--- src/dcw_pkg.sv ---
// How it works
// - Words are 16 data bits plus parity
// - Split function, modifier, subscript, parameter fields
// - Odd parity on commands and responses
// - Reserved function codes are rejected
// - Subscript is unsigned 0 to 255
// - Magnetic function code map
// - Optical function code map
// - Status requests return a 17-bit word
// - Modifier selects the returned word
// - Reserved response fields left to the word's source to zero
// - Magnetic seek: cylinder, offsets cleared
// - Optical absolute seek uses stored high bits
// - Optical distance seek uses stored direction
// - MSB first, one bit per handshake
// - Parity one when ones count even
// - Start ignored unless command complete
package dcw_pkg;

  // ----------------------------------------------------------------
  // Word layout
  // ----------------------------------------------------------------
  localparam int WORD_BITS  = 16;
  localparam int FRAME_BITS = 17;
  localparam int FUNC_MSB   = 15;
  localparam int FUNC_LSB   = 12;
  localparam int MOD_MSB    = 11;
  localparam int MOD_LSB    = 8;
  localparam int SUB_MSB    = 7;
  localparam int PARM_MSB   = 11;
  localparam int DIR_LSB    = 8;
  localparam logic [4:0] BITS_RESET = 5'h00;
  localparam logic [4:0] BITS_LAST  = 5'h10;

  // ----------------------------------------------------------------
  // Function codes
  // ----------------------------------------------------------------
  typedef enum logic [3:0] {
    DCW_SEEK      = 4'h0,
    DCW_RECAL     = 4'h1,
    DCW_REQ_STAT  = 4'h2,
    DCW_REQ_CFG   = 4'h3,
    DCW_HEAD_GRP  = 4'h4,
    DCW_CONTROL   = 4'h5,
    DCW_STROBE    = 4'h6,
    DCW_TRK_OFS   = 4'h7,
    DCW_DIAG      = 4'h8,
    DCW_BPS       = 4'h9,
    DCW_SET_HIGH  = 4'ha,
    DCW_FORMAT    = 4'hb,
    DCW_RSV_C     = 4'hc,
    DCW_RSV_D     = 4'hd,
    DCW_SET_CFG   = 4'he,
    DCW_LINK      = 4'hf
  } dcw_func_t;

  // Decoded command as handed to the drive control
  typedef struct packed {
    dcw_func_t   func;
    logic [3:0]  modifier;
    logic [7:0]  subscript;
    logic [11:0] parameter_f;
  } dcw_cmd_t;

  // Seek target as handed to the servo
  typedef struct packed {
    logic [15:0] target;
    logic [1:0]  direction;
    logic        clear_offsets;
  } dcw_seek_t;

  // Odd parity bit: one when the count of ones is even
  function automatic logic dcw_parity(input logic [15:0] w);
    dcw_parity = ~(^w);
  endfunction : dcw_parity

endpackage : dcw_pkg

--- src/dcw_resp_tx.sv ---
`timescale 1ns/100ps
module dcw_resp_tx (
  input  wire logic        sys_clk,
  input  wire logic        nrst,
  input  wire logic        load,
  input  wire logic [15:0] word,
  input  wire logic        bit_take,
  output logic             bit_out,
  output logic             busy,
  output logic             done
);

  // ----------------------------------------------------------------
  // Response shifter
  // ----------------------------------------------------------------
  logic [16:0] shift_reg;
  logic [4:0]  cnt_reg;
  logic        busy_reg;
  logic        done_reg;

  wire logic last_bit = (cnt_reg == dcw_pkg::BITS_LAST);

  // Parity appended below bit 0, sent MSB first
  always_ff @(posedge sys_clk or negedge nrst)
  begin
    if (!nrst)
    begin
      shift_reg <= 17'h00000;
      cnt_reg   <= dcw_pkg::BITS_RESET;
      busy_reg  <= 1'b0;
      done_reg  <= 1'b0;
    end
    else
    begin
      done_reg <= 1'b0;
      if (load && !busy_reg)
      begin
        shift_reg <= {word, dcw_pkg::dcw_parity(word)};
        cnt_reg   <= dcw_pkg::BITS_RESET;
        busy_reg  <= 1'b1;
      end
      else if (busy_reg && bit_take)
      begin
        shift_reg <= {shift_reg[15:0], 1'b0};
        cnt_reg   <= cnt_reg + 5'h01;
        if (last_bit)
        begin
          busy_reg <= 1'b0;
          done_reg <= 1'b1;
        end
      end
    end
  end

  assign bit_out = shift_reg[16];
  assign busy    = busy_reg;
  assign done    = done_reg;

endmodule : dcw_resp_tx

--- src/dcw_decoder.sv ---
`timescale 1ns/100ps
module dcw_decoder (
  input  wire logic              sys_clk,
  input  wire logic              nrst,
  input  wire logic              optical_mode,
  input  wire logic              cmd_data_pin,
  input  wire logic              xfer_req_pin,
  output logic                   xfer_ack,
  output logic                   status_data,
  input  wire logic              drive_ready,
  input  wire logic [15:0]       resp_word,
  output logic                   resp_sel_valid,
  output logic [3:0]             resp_sel,
  output logic [7:0]             resp_sub,
  output logic                   cmd_complete,
  output logic                   cmd_valid,
  output dcw_pkg::dcw_cmd_t      cmd_out,
  output logic                   cmd_invalid,
  output logic                   parity_error,
  output logic                   seek_valid,
  output dcw_pkg::dcw_seek_t     seek_out,
  output logic [3:0]             high_bits,
  output logic [1:0]             high_dir
);

  // ----------------------------------------------------------------
  // Pin synchronisers
  // ----------------------------------------------------------------
  logic [1:0] data_sync_reg;
  logic [1:0] req_sync_reg;
  logic       req_prev_reg;

  always_ff @(posedge sys_clk or negedge nrst)
  begin
    if (!nrst)
    begin
      data_sync_reg <= 2'h0;
      req_sync_reg  <= 2'h0;
      req_prev_reg  <= 1'b0;
    end
    else
    begin
      data_sync_reg <= {data_sync_reg[0], cmd_data_pin};
      req_sync_reg  <= {req_sync_reg[0], xfer_req_pin};
      req_prev_reg  <= req_sync_reg[1];
    end
  end

  wire logic data_s   = data_sync_reg[1];
  wire logic req_rise = req_sync_reg[1] && !req_prev_reg;
  wire logic req_fall = !req_sync_reg[1] && req_prev_reg;

  // ----------------------------------------------------------------
  // Sequencer
  // ----------------------------------------------------------------
  typedef enum logic [4:0] {
    DCW_IDLE = 5'h01,
    DCW_RECV = 5'h02,
    DCW_EXEC = 5'h04,
    DCW_RESP = 5'h08,
    DCW_WAIT = 5'h10
  } dcw_state_t;

  dcw_state_t  state_reg;
  dcw_state_t  state_next;
  logic [16:0] rx_reg;
  logic [4:0]  cnt_reg;
  logic        ack_reg;
  logic        arm_reg;
  logic [3:0]  high_reg;
  logic [1:0]  dir_reg;

  // Received fields
  wire logic [15:0] rx_word   = rx_reg[16:1];
  wire logic        rx_par    = rx_reg[0];
  wire dcw_pkg::dcw_func_t func =
    dcw_pkg::dcw_func_t'(rx_word[dcw_pkg::FUNC_MSB:dcw_pkg::FUNC_LSB]);
  wire logic [3:0]  modif     = rx_word[dcw_pkg::MOD_MSB:dcw_pkg::MOD_LSB];
  wire logic [7:0]  subsc     = rx_word[dcw_pkg::SUB_MSB:0];
  wire logic [11:0] parm      = rx_word[dcw_pkg::PARM_MSB:0];
  wire logic        last_bit  = (cnt_reg == dcw_pkg::BITS_LAST);

  // Reserved codes differ per variant
  wire logic rsv_mag = (func == dcw_pkg::DCW_FORMAT) ||
                       (func == dcw_pkg::DCW_RSV_C) ||
                       (func == dcw_pkg::DCW_RSV_D) ||
                       (func == dcw_pkg::DCW_LINK);
  wire logic rsv_opt = (func == dcw_pkg::DCW_HEAD_GRP) ||
                       (func == dcw_pkg::DCW_BPS) ||
                       (func == dcw_pkg::DCW_RSV_C) ||
                       (func == dcw_pkg::DCW_RSV_D) ||
                       (func == dcw_pkg::DCW_LINK);
  wire logic reserved = optical_mode ? rsv_opt : rsv_mag;
  wire logic par_bad  = (rx_par != dcw_pkg::dcw_parity(rx_word));
  wire logic reject   = reserved || par_bad;
  wire logic is_req   = (func == dcw_pkg::DCW_REQ_STAT) ||
                        (func == dcw_pkg::DCW_REQ_CFG);

  // Response shifter handshake
  logic tx_busy;
  logic tx_done;
  logic tx_bit;
  wire logic tx_load = (state_reg == DCW_EXEC) && !reject && is_req;
  // Bit stays put while ack is high; it moves on when the host lets go
  wire logic tx_take = (state_reg == DCW_RESP) && req_fall && arm_reg;

  dcw_resp_tx u_resp_tx (
    .sys_clk  (sys_clk),
    .nrst     (nrst),
    .load     (tx_load),
    .word     (resp_word),
    .bit_take (tx_take),
    .bit_out  (tx_bit),
    .busy     (tx_busy),
    .done     (tx_done)
  );

  // Next state; a request while busy is simply not seen
  always_comb
  begin
    state_next = state_reg;
    unique case (state_reg)
      DCW_IDLE: if (req_rise && drive_ready) state_next = DCW_RECV;
      DCW_RECV: if (req_rise && last_bit) state_next = DCW_EXEC;
      DCW_EXEC: state_next = tx_load ? DCW_RESP : DCW_WAIT;
      DCW_RESP: if (tx_done) state_next = DCW_WAIT;
      DCW_WAIT: if (!req_sync_reg[1]) state_next = DCW_IDLE;
    endcase
  end

  // Shift in, one bit per request edge, MSB first
  always_ff @(posedge sys_clk or negedge nrst)
  begin
    if (!nrst)
    begin
      state_reg <= DCW_IDLE;
      rx_reg    <= 17'h00000;
      cnt_reg   <= dcw_pkg::BITS_RESET;
      ack_reg   <= 1'b0;
      arm_reg   <= 1'b0;
    end
    else
    begin
      state_reg <= state_next;
      if (req_rise && (state_next == DCW_RECV || state_reg == DCW_RECV))
      begin
        rx_reg  <= {rx_reg[15:0], data_s};
        cnt_reg <= (state_reg == DCW_IDLE) ? 5'h01 : cnt_reg + 5'h01;
      end
      // Ack only where a bit is taken or given; a refused start gets none
      if (req_rise && (state_next == DCW_RECV || state_reg == DCW_RECV ||
                       state_reg == DCW_RESP))
        ack_reg <= 1'b1;
      else if (req_fall)
        ack_reg <= 1'b0;
      // Arms the response shift, so the trailing fall of the command's
      // last bit is never taken as a response bit
      if (req_rise && state_reg == DCW_RESP)
        arm_reg <= 1'b1;
      else if (req_fall)
        arm_reg <= 1'b0;
    end
  end

  // ----------------------------------------------------------------
  // Execution and seek storage
  // ----------------------------------------------------------------
  wire logic exec    = (state_reg == DCW_EXEC);
  wire logic set_hi  = exec && !reject && (func == dcw_pkg::DCW_SET_HIGH);
  wire logic do_seek = exec && !reject && (func == dcw_pkg::DCW_SEEK);

  always_ff @(posedge sys_clk or negedge nrst)
  begin
    if (!nrst)
    begin
      high_reg       <= 4'h0;
      dir_reg        <= 2'h0;
      cmd_valid      <= 1'b0;
      cmd_invalid    <= 1'b0;
      parity_error   <= 1'b0;
      seek_valid     <= 1'b0;
      resp_sel_valid <= 1'b0;
      cmd_out        <= '0;
      seek_out       <= '0;
      resp_sel       <= 4'h0;
      resp_sub       <= 8'h00;
    end
    else
    begin
      cmd_valid      <= exec && !reject;
      cmd_invalid    <= exec && reject;
      parity_error   <= exec && par_bad;
      seek_valid     <= do_seek;
      resp_sel_valid <= tx_load;
      if (exec)
        cmd_out <= '{func, modif, subsc, parm};
      if (set_hi)
      begin
        // Kept until the next set-high command
        high_reg <= parm[3:0];
        dir_reg  <= modif[1:0];
      end
      if (do_seek)
      begin
        seek_out.target        <= optical_mode ?
                                  {high_reg, parm} : {4'h0, parm};
        seek_out.direction     <= optical_mode ? dir_reg : 2'h0;
        seek_out.clear_offsets <= !optical_mode;
      end
      if (tx_load)
      begin
        resp_sel <= modif;
        resp_sub <= subsc;
      end
    end
  end

  // Response word must arrive with reserved bits zeroed by its source
  assign xfer_ack     = ack_reg;
  assign status_data  = tx_busy && tx_bit;
  assign cmd_complete = (state_reg == DCW_IDLE) && drive_ready;
  assign high_bits    = high_reg;
  assign high_dir     = dir_reg;

endmodule : dcw_decoder

--- config.mk ---
export PLATFORM = sky130hd
export DESIGN_NAME = dcw_decoder
export DESIGN_NICKNAME = d
export VERILOG_FILES = /design/src/dcw_pkg.sv /design/src/dcw_resp_tx.sv /design/src/dcw_decoder.sv
export SDC_FILE = /design/constraint.sdc
export NUM_CORES = 1
export LEC_CHECK = 0
export ABC_AREA = 1
export BUFFER_PORTS_ARGS = -buffer_cell sky130_fd_sc_hd__buf_2
export CAP_MARGIN = 5
export CORE_ASPECT_RATIO = 1.5
export CORE_MARGIN = 4
export CORE_UTILIZATION = 56
export DETAILED_ROUTE_END_ITERATION = 8
export PLACE_DENSITY = 0.8
export SETUP_SLACK_MARGIN = 0.3
export SYNTH_ARGS = -nofsm -noshare
export SYNTH_HDL_FRONTEND = slang
export SYNTH_SLANG_ARGS = --single-unit
--- constraint.sdc ---
create_clock -name sys_clk -period 2.58 [get_ports sys_clk]
set_input_delay 0.387 -clock sys_clk [delete_from_list [all_inputs] [get_ports sys_clk]]
set_output_delay 0.387 -clock sys_clk [all_outputs]
set_load 0.05 [all_outputs]
# Word-level counts from Yosys, hierarchy flattened
# Cells that the tools add are included.
[totals] ff_bits=128 inputBits=22 output_inout_bits=73 elab_cells=116
[classes] n_addsub=2 eq_ne=18 n_mux=23 bitwise_logic=2 n_reduce_logical=43
[ops] operator="two-way mux 5 bit" n=8
[ops] operator="two-way mux 17 bit" n=2
[ops] operator="XOR reduction 16 bit" n=2
[ops] operator="one-hot mux 5 bit (5 select lines)" n=1
[ops] operator="equality test 4 bit (second input constant)" n=6
[ops] operator="logical AND 1 bit" n=19
[ops] operator="two-way mux 16 bit" n=1
[ops] operator="equality test 5 bit (second input constant)" n=3
[ops] operator="logical OR 1 bit" n=11
[ops] operator="adder 5 x 1 -> 5 bit (second input constant)" n=2
[ops] operator="equality test 5 x 2 -> 1 bit (second input constant)" n=2
[ops] operator="two-way mux 1 bit" n=10
[ops] operator="equality test 4 x 2 -> 1 bit (second input constant)" n=2
[ops] operator="nonzero test 2 bit" n=4
[ops] operator="equality test 5 x 1 -> 1 bit (second input constant)" n=1
[ops] operator="equality test 5 x 3 -> 1 bit (second input constant)" n=1
[ops] operator="equality test 5 x 4 -> 1 bit (second input constant)" n=1
[ops] operator="zero test 1 bit" n=5
[ops] operator="equality test 4 x 3 -> 1 bit (second input constant)" n=1
[ops] operator="zero test 4 bit" n=1
[ops] operator="two-way mux 2 bit" n=1
[ops] operator="inverter 1 bit" n=2
[ops] operator="AND reduction 2 bit" n=1
[ops] operator="inequality test 1 bit" n=1

# Longest topological paths before layout
[depth] ltp_word=17 mapped_depth=22 mapped_depth_nobuf=21

# By module
# A second synthesis with hierarchy kept.
[hier_totals] cells_unflattened=722 hier_area_um2=5761.8
[by_module_without_submodules] mod="dcw_decoder" n_inst=1 cells_per_inst=479 area_per_inst_um2=4215.3 seq_area_each_um2=2303.5
[by_module_without_submodules] mod="dcw_resp_tx" n_inst=1 cells_per_inst=243 area_per_inst_um2=1546.5 seq_area_each_um2=600.6

# Least setup slack after synthesis
# No wires, ideal clock.
[synth_timing] path_type="reg2reg" from="register rx_reg[13]" to="register rx_reg[10]" setup_ns=0.117 arrival_ns=2.145 required_ns=2.463 setup_slack_ns=0.318 path_stages_with_launch=15 path_buffers=1 period_less_slack_ns=2.262 cell_sequence="dfrtp_1 > inv_1 > ha_1 > or3_1 > a21oi_1 > nand3_1 > o21bai_1 > nand2_1 > nand2_1 > nand2_1 > nand2_2 > nand2_4 > buf_6 > nand2_1 > nand2_1"
[synth_between] elab_chain_cells=15 elab_cells_between_ends=29 classes_between="10 x eq/ne; 3 x mux; 1 x bitwise; 15 x reduce/logical"
[synth_lines] element="start: declaration" line_no="dcw_decoder.sv:66" rtl="logic [16:0] rx_reg;"
[synth_lines] element="start signal: assignment" line_no="dcw_decoder.sv:147" rtl="rx_reg <= {rx_reg[15:0], data_s};"
[synth_lines] element="equality test 4 x 3 -> 1 bit or equality test 4 bit (tied branches)" line_no="dcw_decoder.sv:88, dcw_decoder.sv:89"
[synth_lines] element="logical OR 1 bit" line_no="dcw_decoder.sv:88" rtl="wire logic rsv_opt = (func == dcw_pkg::DCW_HEAD_GRP) ||"
[synth_lines] element="logical OR 1 bit" line_no="dcw_decoder.sv:89" rtl="(func == dcw_pkg::DCW_BPS) ||"
[synth_lines] element="logical OR 1 bit" line_no="dcw_decoder.sv:90" rtl="(func == dcw_pkg::DCW_RSV_C) ||"
[synth_lines] element="logical OR 1 bit" line_no="dcw_decoder.sv:91" rtl="(func == dcw_pkg::DCW_RSV_D) ||"
[synth_lines] element="two-way mux 1 bit" line_no="dcw_decoder.sv:93" rtl="wire logic reserved = optical_mode ? rsv_opt : rsv_mag;"
[synth_lines] element="logical OR 1 bit" line_no="dcw_decoder.sv:95" rtl="wire logic reject = reserved || par_bad;"
[synth_lines] element="zero test 1 bit" line_no="dcw_decoder.sv:103" rtl="wire logic tx_load = (state_reg == DCW_EXEC) && !reject && is_req;"
[synth_lines] element="logical AND 1 bit" line_no="dcw_decoder.sv:103"
[synth_lines] element="logical AND 1 bit *" line_no="dcw_decoder.sv:103"
[synth_lines] element="two-way mux 5 bit *" line_no="dcw_decoder.sv:125" rtl="DCW_EXEC: state_next = tx_load ? DCW_RESP : DCW_WAIT;"
[synth_lines] element="one-hot mux 5 bit (5 select lines) *" line_no="dcw_decoder.sv:122" rtl="unique case (state_reg)"
[synth_lines] element="equality test 5 x 2 -> 1 bit *" line_no="dcw_decoder.sv:145" rtl="if (req_rise && (state_next == DCW_RECV || state_reg == DCW_RECV))"
[synth_lines] element="logical OR 1 bit *" line_no="dcw_decoder.sv:145"
[synth_lines] element="logical AND 1 bit *" line_no="dcw_decoder.sv:145"
# Every way passes the cells marked *; elsewhere a longest branch is shown, timed or not.
# A chain may end at the register's enable or synchronous reset.

# Final worst setup path
[layout_timing] from="register rx_reg[16]" to="register rx_reg[1]"
# The elaborated chain is that of the path after synthesis.

==> metrics.cfg <==
[pwr]
ir_worst_vdd_mv = 0.971
p_per_area_nw_per_um2 = 989
p_leak_uw = 0.00401

[logic_synthesis]
syn-num-nets = 664
synth_edf_count = 0
yosys.cell_types.count = 34
netlist_top_cells_area = dfrtp_1 53%, nand2_1 15%, o21ai_0 5.0%
ys_seq_area_frac = 0.535
yosys-top-cells-count = 219 x nand2_1, 115 x dfrtp_1, 56 x inv_1
synthesis.area_um2 = 5430
yosysMostFrequentCell = nand2_1
synth_top_cell_by_area = dfrtp_1
synth_top_area_share = 0.530
synth_seq_cells = 116
synth_ff_type = dfrtp_1
syn_area_per_cell_um2 = 8.62
synthArstFlopShare = 1.00
yosys_warnings = 0
synthCells = 630

[hold_path]
hold_depth = 1
hold_start = cmd_data_pin
worstHoldEndpoint = data_sync_reg[0]
hold_path_class = in2reg

[global_routing]
globalRouteTotalUtil = 0.277
grt_antenna_before_repair = 0
grt_max_degree = 61
grt.overflow.total = 0
grt_pass1_wl_um = 24200
grt_pass1_vias = 5143

[placed_design]
dpl.hpwl_um = 8630
port_buffers = 94
gp_congestion = 0.835

[worst_setup_path]
crit_family = simple AND/OR/NAND/NOR gates
r2r_end = rx_reg[1]
r2r_slack_ps = -160
critPathKind = reg2reg
crit_path_start_kind = flop
crit_top_cell = nand2_2
r2r_start = rx_reg[16]
slowest_delay_ps = 400
crit_buf_inv = 6
crit_arrival_ps = 3100
r2r_cells = 20
path_cells = inv_2 > ha_4 > buf_6 > xnor2_4 > inv_2 > nand2_2 > nand2_2 > inv_2 > nand2_2 > nand3_2 > nand3_2 > o21bai_1 > nand2_1 > nand2_2 > nand2_4 > nand2_8 > buf_12 > buf_16 > nand3_1 > nand2_1
worstSetupEndpointType = flop
worst-endpoint-required_ps = 2930
cp_slowest_cell = dfrtp_1
cp_max_fo = 7

[layout]
drive_above_1_share = 0.359
fin_util = 0.806
nFillCells = 514
n_antenna_cell = 0
nets = 802
syn2layout_area_growth_pct = 38.9
largest_reg_flops = 19

[clock_network]
cts.clk_slew.worst_paths_ps = 50
cts_tree = done
cts_sinks = 116
clk_latency_ps = 420
root_buffer = clkbuf_16
htree_levels = 4
cts_buffers = 17
cts_max_path_buffers = 2

[drt]
post_drt_wl_per_cell_um = 19.6
wl_um = 17500
drt_iter0_drc = 542
drt.antenna.violating_nets = 0
wl_met3_um = 1250
vias = 5283
routed.top_layer = met4
first_pass_iters = 5
dr_wl_met2_um = 9400
drc = 0
vias_per_cell = 5.92
m1WireLength_um = 5720

[floorplan]
die_h_um = 129
core_area_um2 = 9360
rows = 43
io_pins = 95
die_w_um = 88.4
initial_core_util = 0.580
die_area_um2 = 11400

[timing]
layout_setup_ws_ps = -164
slew_headroom = 0.350
hold_violations = 0
setup_viol = 42
rsz0062_at_grt = true
tightest_slew_ps = 974
finalCriticalPeriod_ps = 2740
max_freq_mhz = 364
tns_ps = -3330
final.period_utilization = 1.06
skew_ps = 9.90
drv_slew = 0

[outcome]
violations = setup timing
status = finished, violations left

[job]
maxCapViolations = 0

[per-stage QoR]
stage          instances  hold WS [ps]  instance area (um^2)  total power, uW  setup WS [ps]
2_1_floorplan        630          91.4                  5430             3260            318
3_3_place_gp         828           323                  6060             3610           -116
5_1_grt              893          67.2                  7550             7730           -317
3_5_place_dp         828           328                  6060             3690           -279
6_report             893          74.7                  7550             7460           -164
4_1_cts              881          64.1                  7090             6810           99.0
[worst max-delay path by stage]
| stage | depth (start not counted) | slack [ps] | startpoint | endpoint |
|---|---|---|---|---|
| 2_1_floorplan | 14 | 320 | rx_reg[13] | rx_reg[10] |
| 3_3_place_gp | 16 | -120 | rx_reg[15] | u_resp_tx.cnt_reg[1] |
| 3_5_place_dp | 17 | -280 | rx_reg[15] | u_resp_tx.shift_reg[11] |
| 4_1_cts | 23 | 100 | rx_reg[15] | rx_reg[1] |
| 5_1_grt | 19 | -320 | rx_reg[11] | rx_reg[1] |
| 6_report | 20 | -160 | rx_reg[16] | rx_reg[1] |
[metal layers]
| metal | global-route usage | vias to the layer above |
|---|---|---|
| met1 | 0.298 | 2529 |
| met4 | 0.141 | 0 |
| met3 | 0.0756 | 125 |
| met2 | 0.489 | 334 |
| met5 | 0 | - |
| li1 | - | 2295 |
[layout by cell type (no fill, tap or decap), types with 16 or more instances in the layout]
cell type,Yosys,routed
nand2_1,219,178
dfrtp_1,115,114
buf_2,4,92
inv_1,56,49
buf_4,16,38
o21ai_0,54,31
nand2_2,2,27
nand3_1,38,25
nor2_1,24,20
clkbuf_16,0,19
xnor2_1,17,16
[cell families (layout without fill, tap and decap cells)]
family	count (synthesis)	in the layout	synth area share
buffers and inverters	93	241	0.0790
AND/OR/NAND/NOR	297	300	0.225
flip-flops	116	116	0.535
AO/OA/AOI/OAI	89	89	0.0965
adder cells (fa/ha/maj)	12	12	0.0276
XOR/XNOR	23	23	0.0371
[final cells by class]
class	instances	area, um^2	share of cell area
clock buffer	24	492	0.0652
clock inverter	8	98.8	0.0131
inverter	58	220	0.0292
multi-input combinational	424	2590	0.343
sequential	116	2910	0.385
tap	112	140	0.0186
timing repair buffer	151	1100	0.146
[repair_timing]
item	CTS	global route
cloned	4	4
resized for setup	53	107
setup buffers	16	8
endpoints found under the setup margin	70	86
pin swaps	18	28
hold buffers	1	0
endpoints found under the hold margin	27	0
[report_power, final]
group	internal (uW)	leakage, uW	switching, uW
combinational	1240	0.00216	1730
sequential	1950	0.00156	179
clock	1520	0.000286	846
[worst reg2reg max path: stages (launching register included)]
cell and delay, ps:
dfrtp_1 400, inv_2 100, ha_4 230, buf_6 130
xnor2_4 190, inv_2 60, nand2_2 70, nand2_2 90
inv_2 90, nand2_2 60, nand3_2 70, nand3_2 110
o21bai_1 190, nand2_1 110, nand2_2 130, nand2_4 90
nand2_8 110, buf_12 120, buf_16 120, nand3_1 100
nand2_1 110
Power figures use the tool's default switching activity.
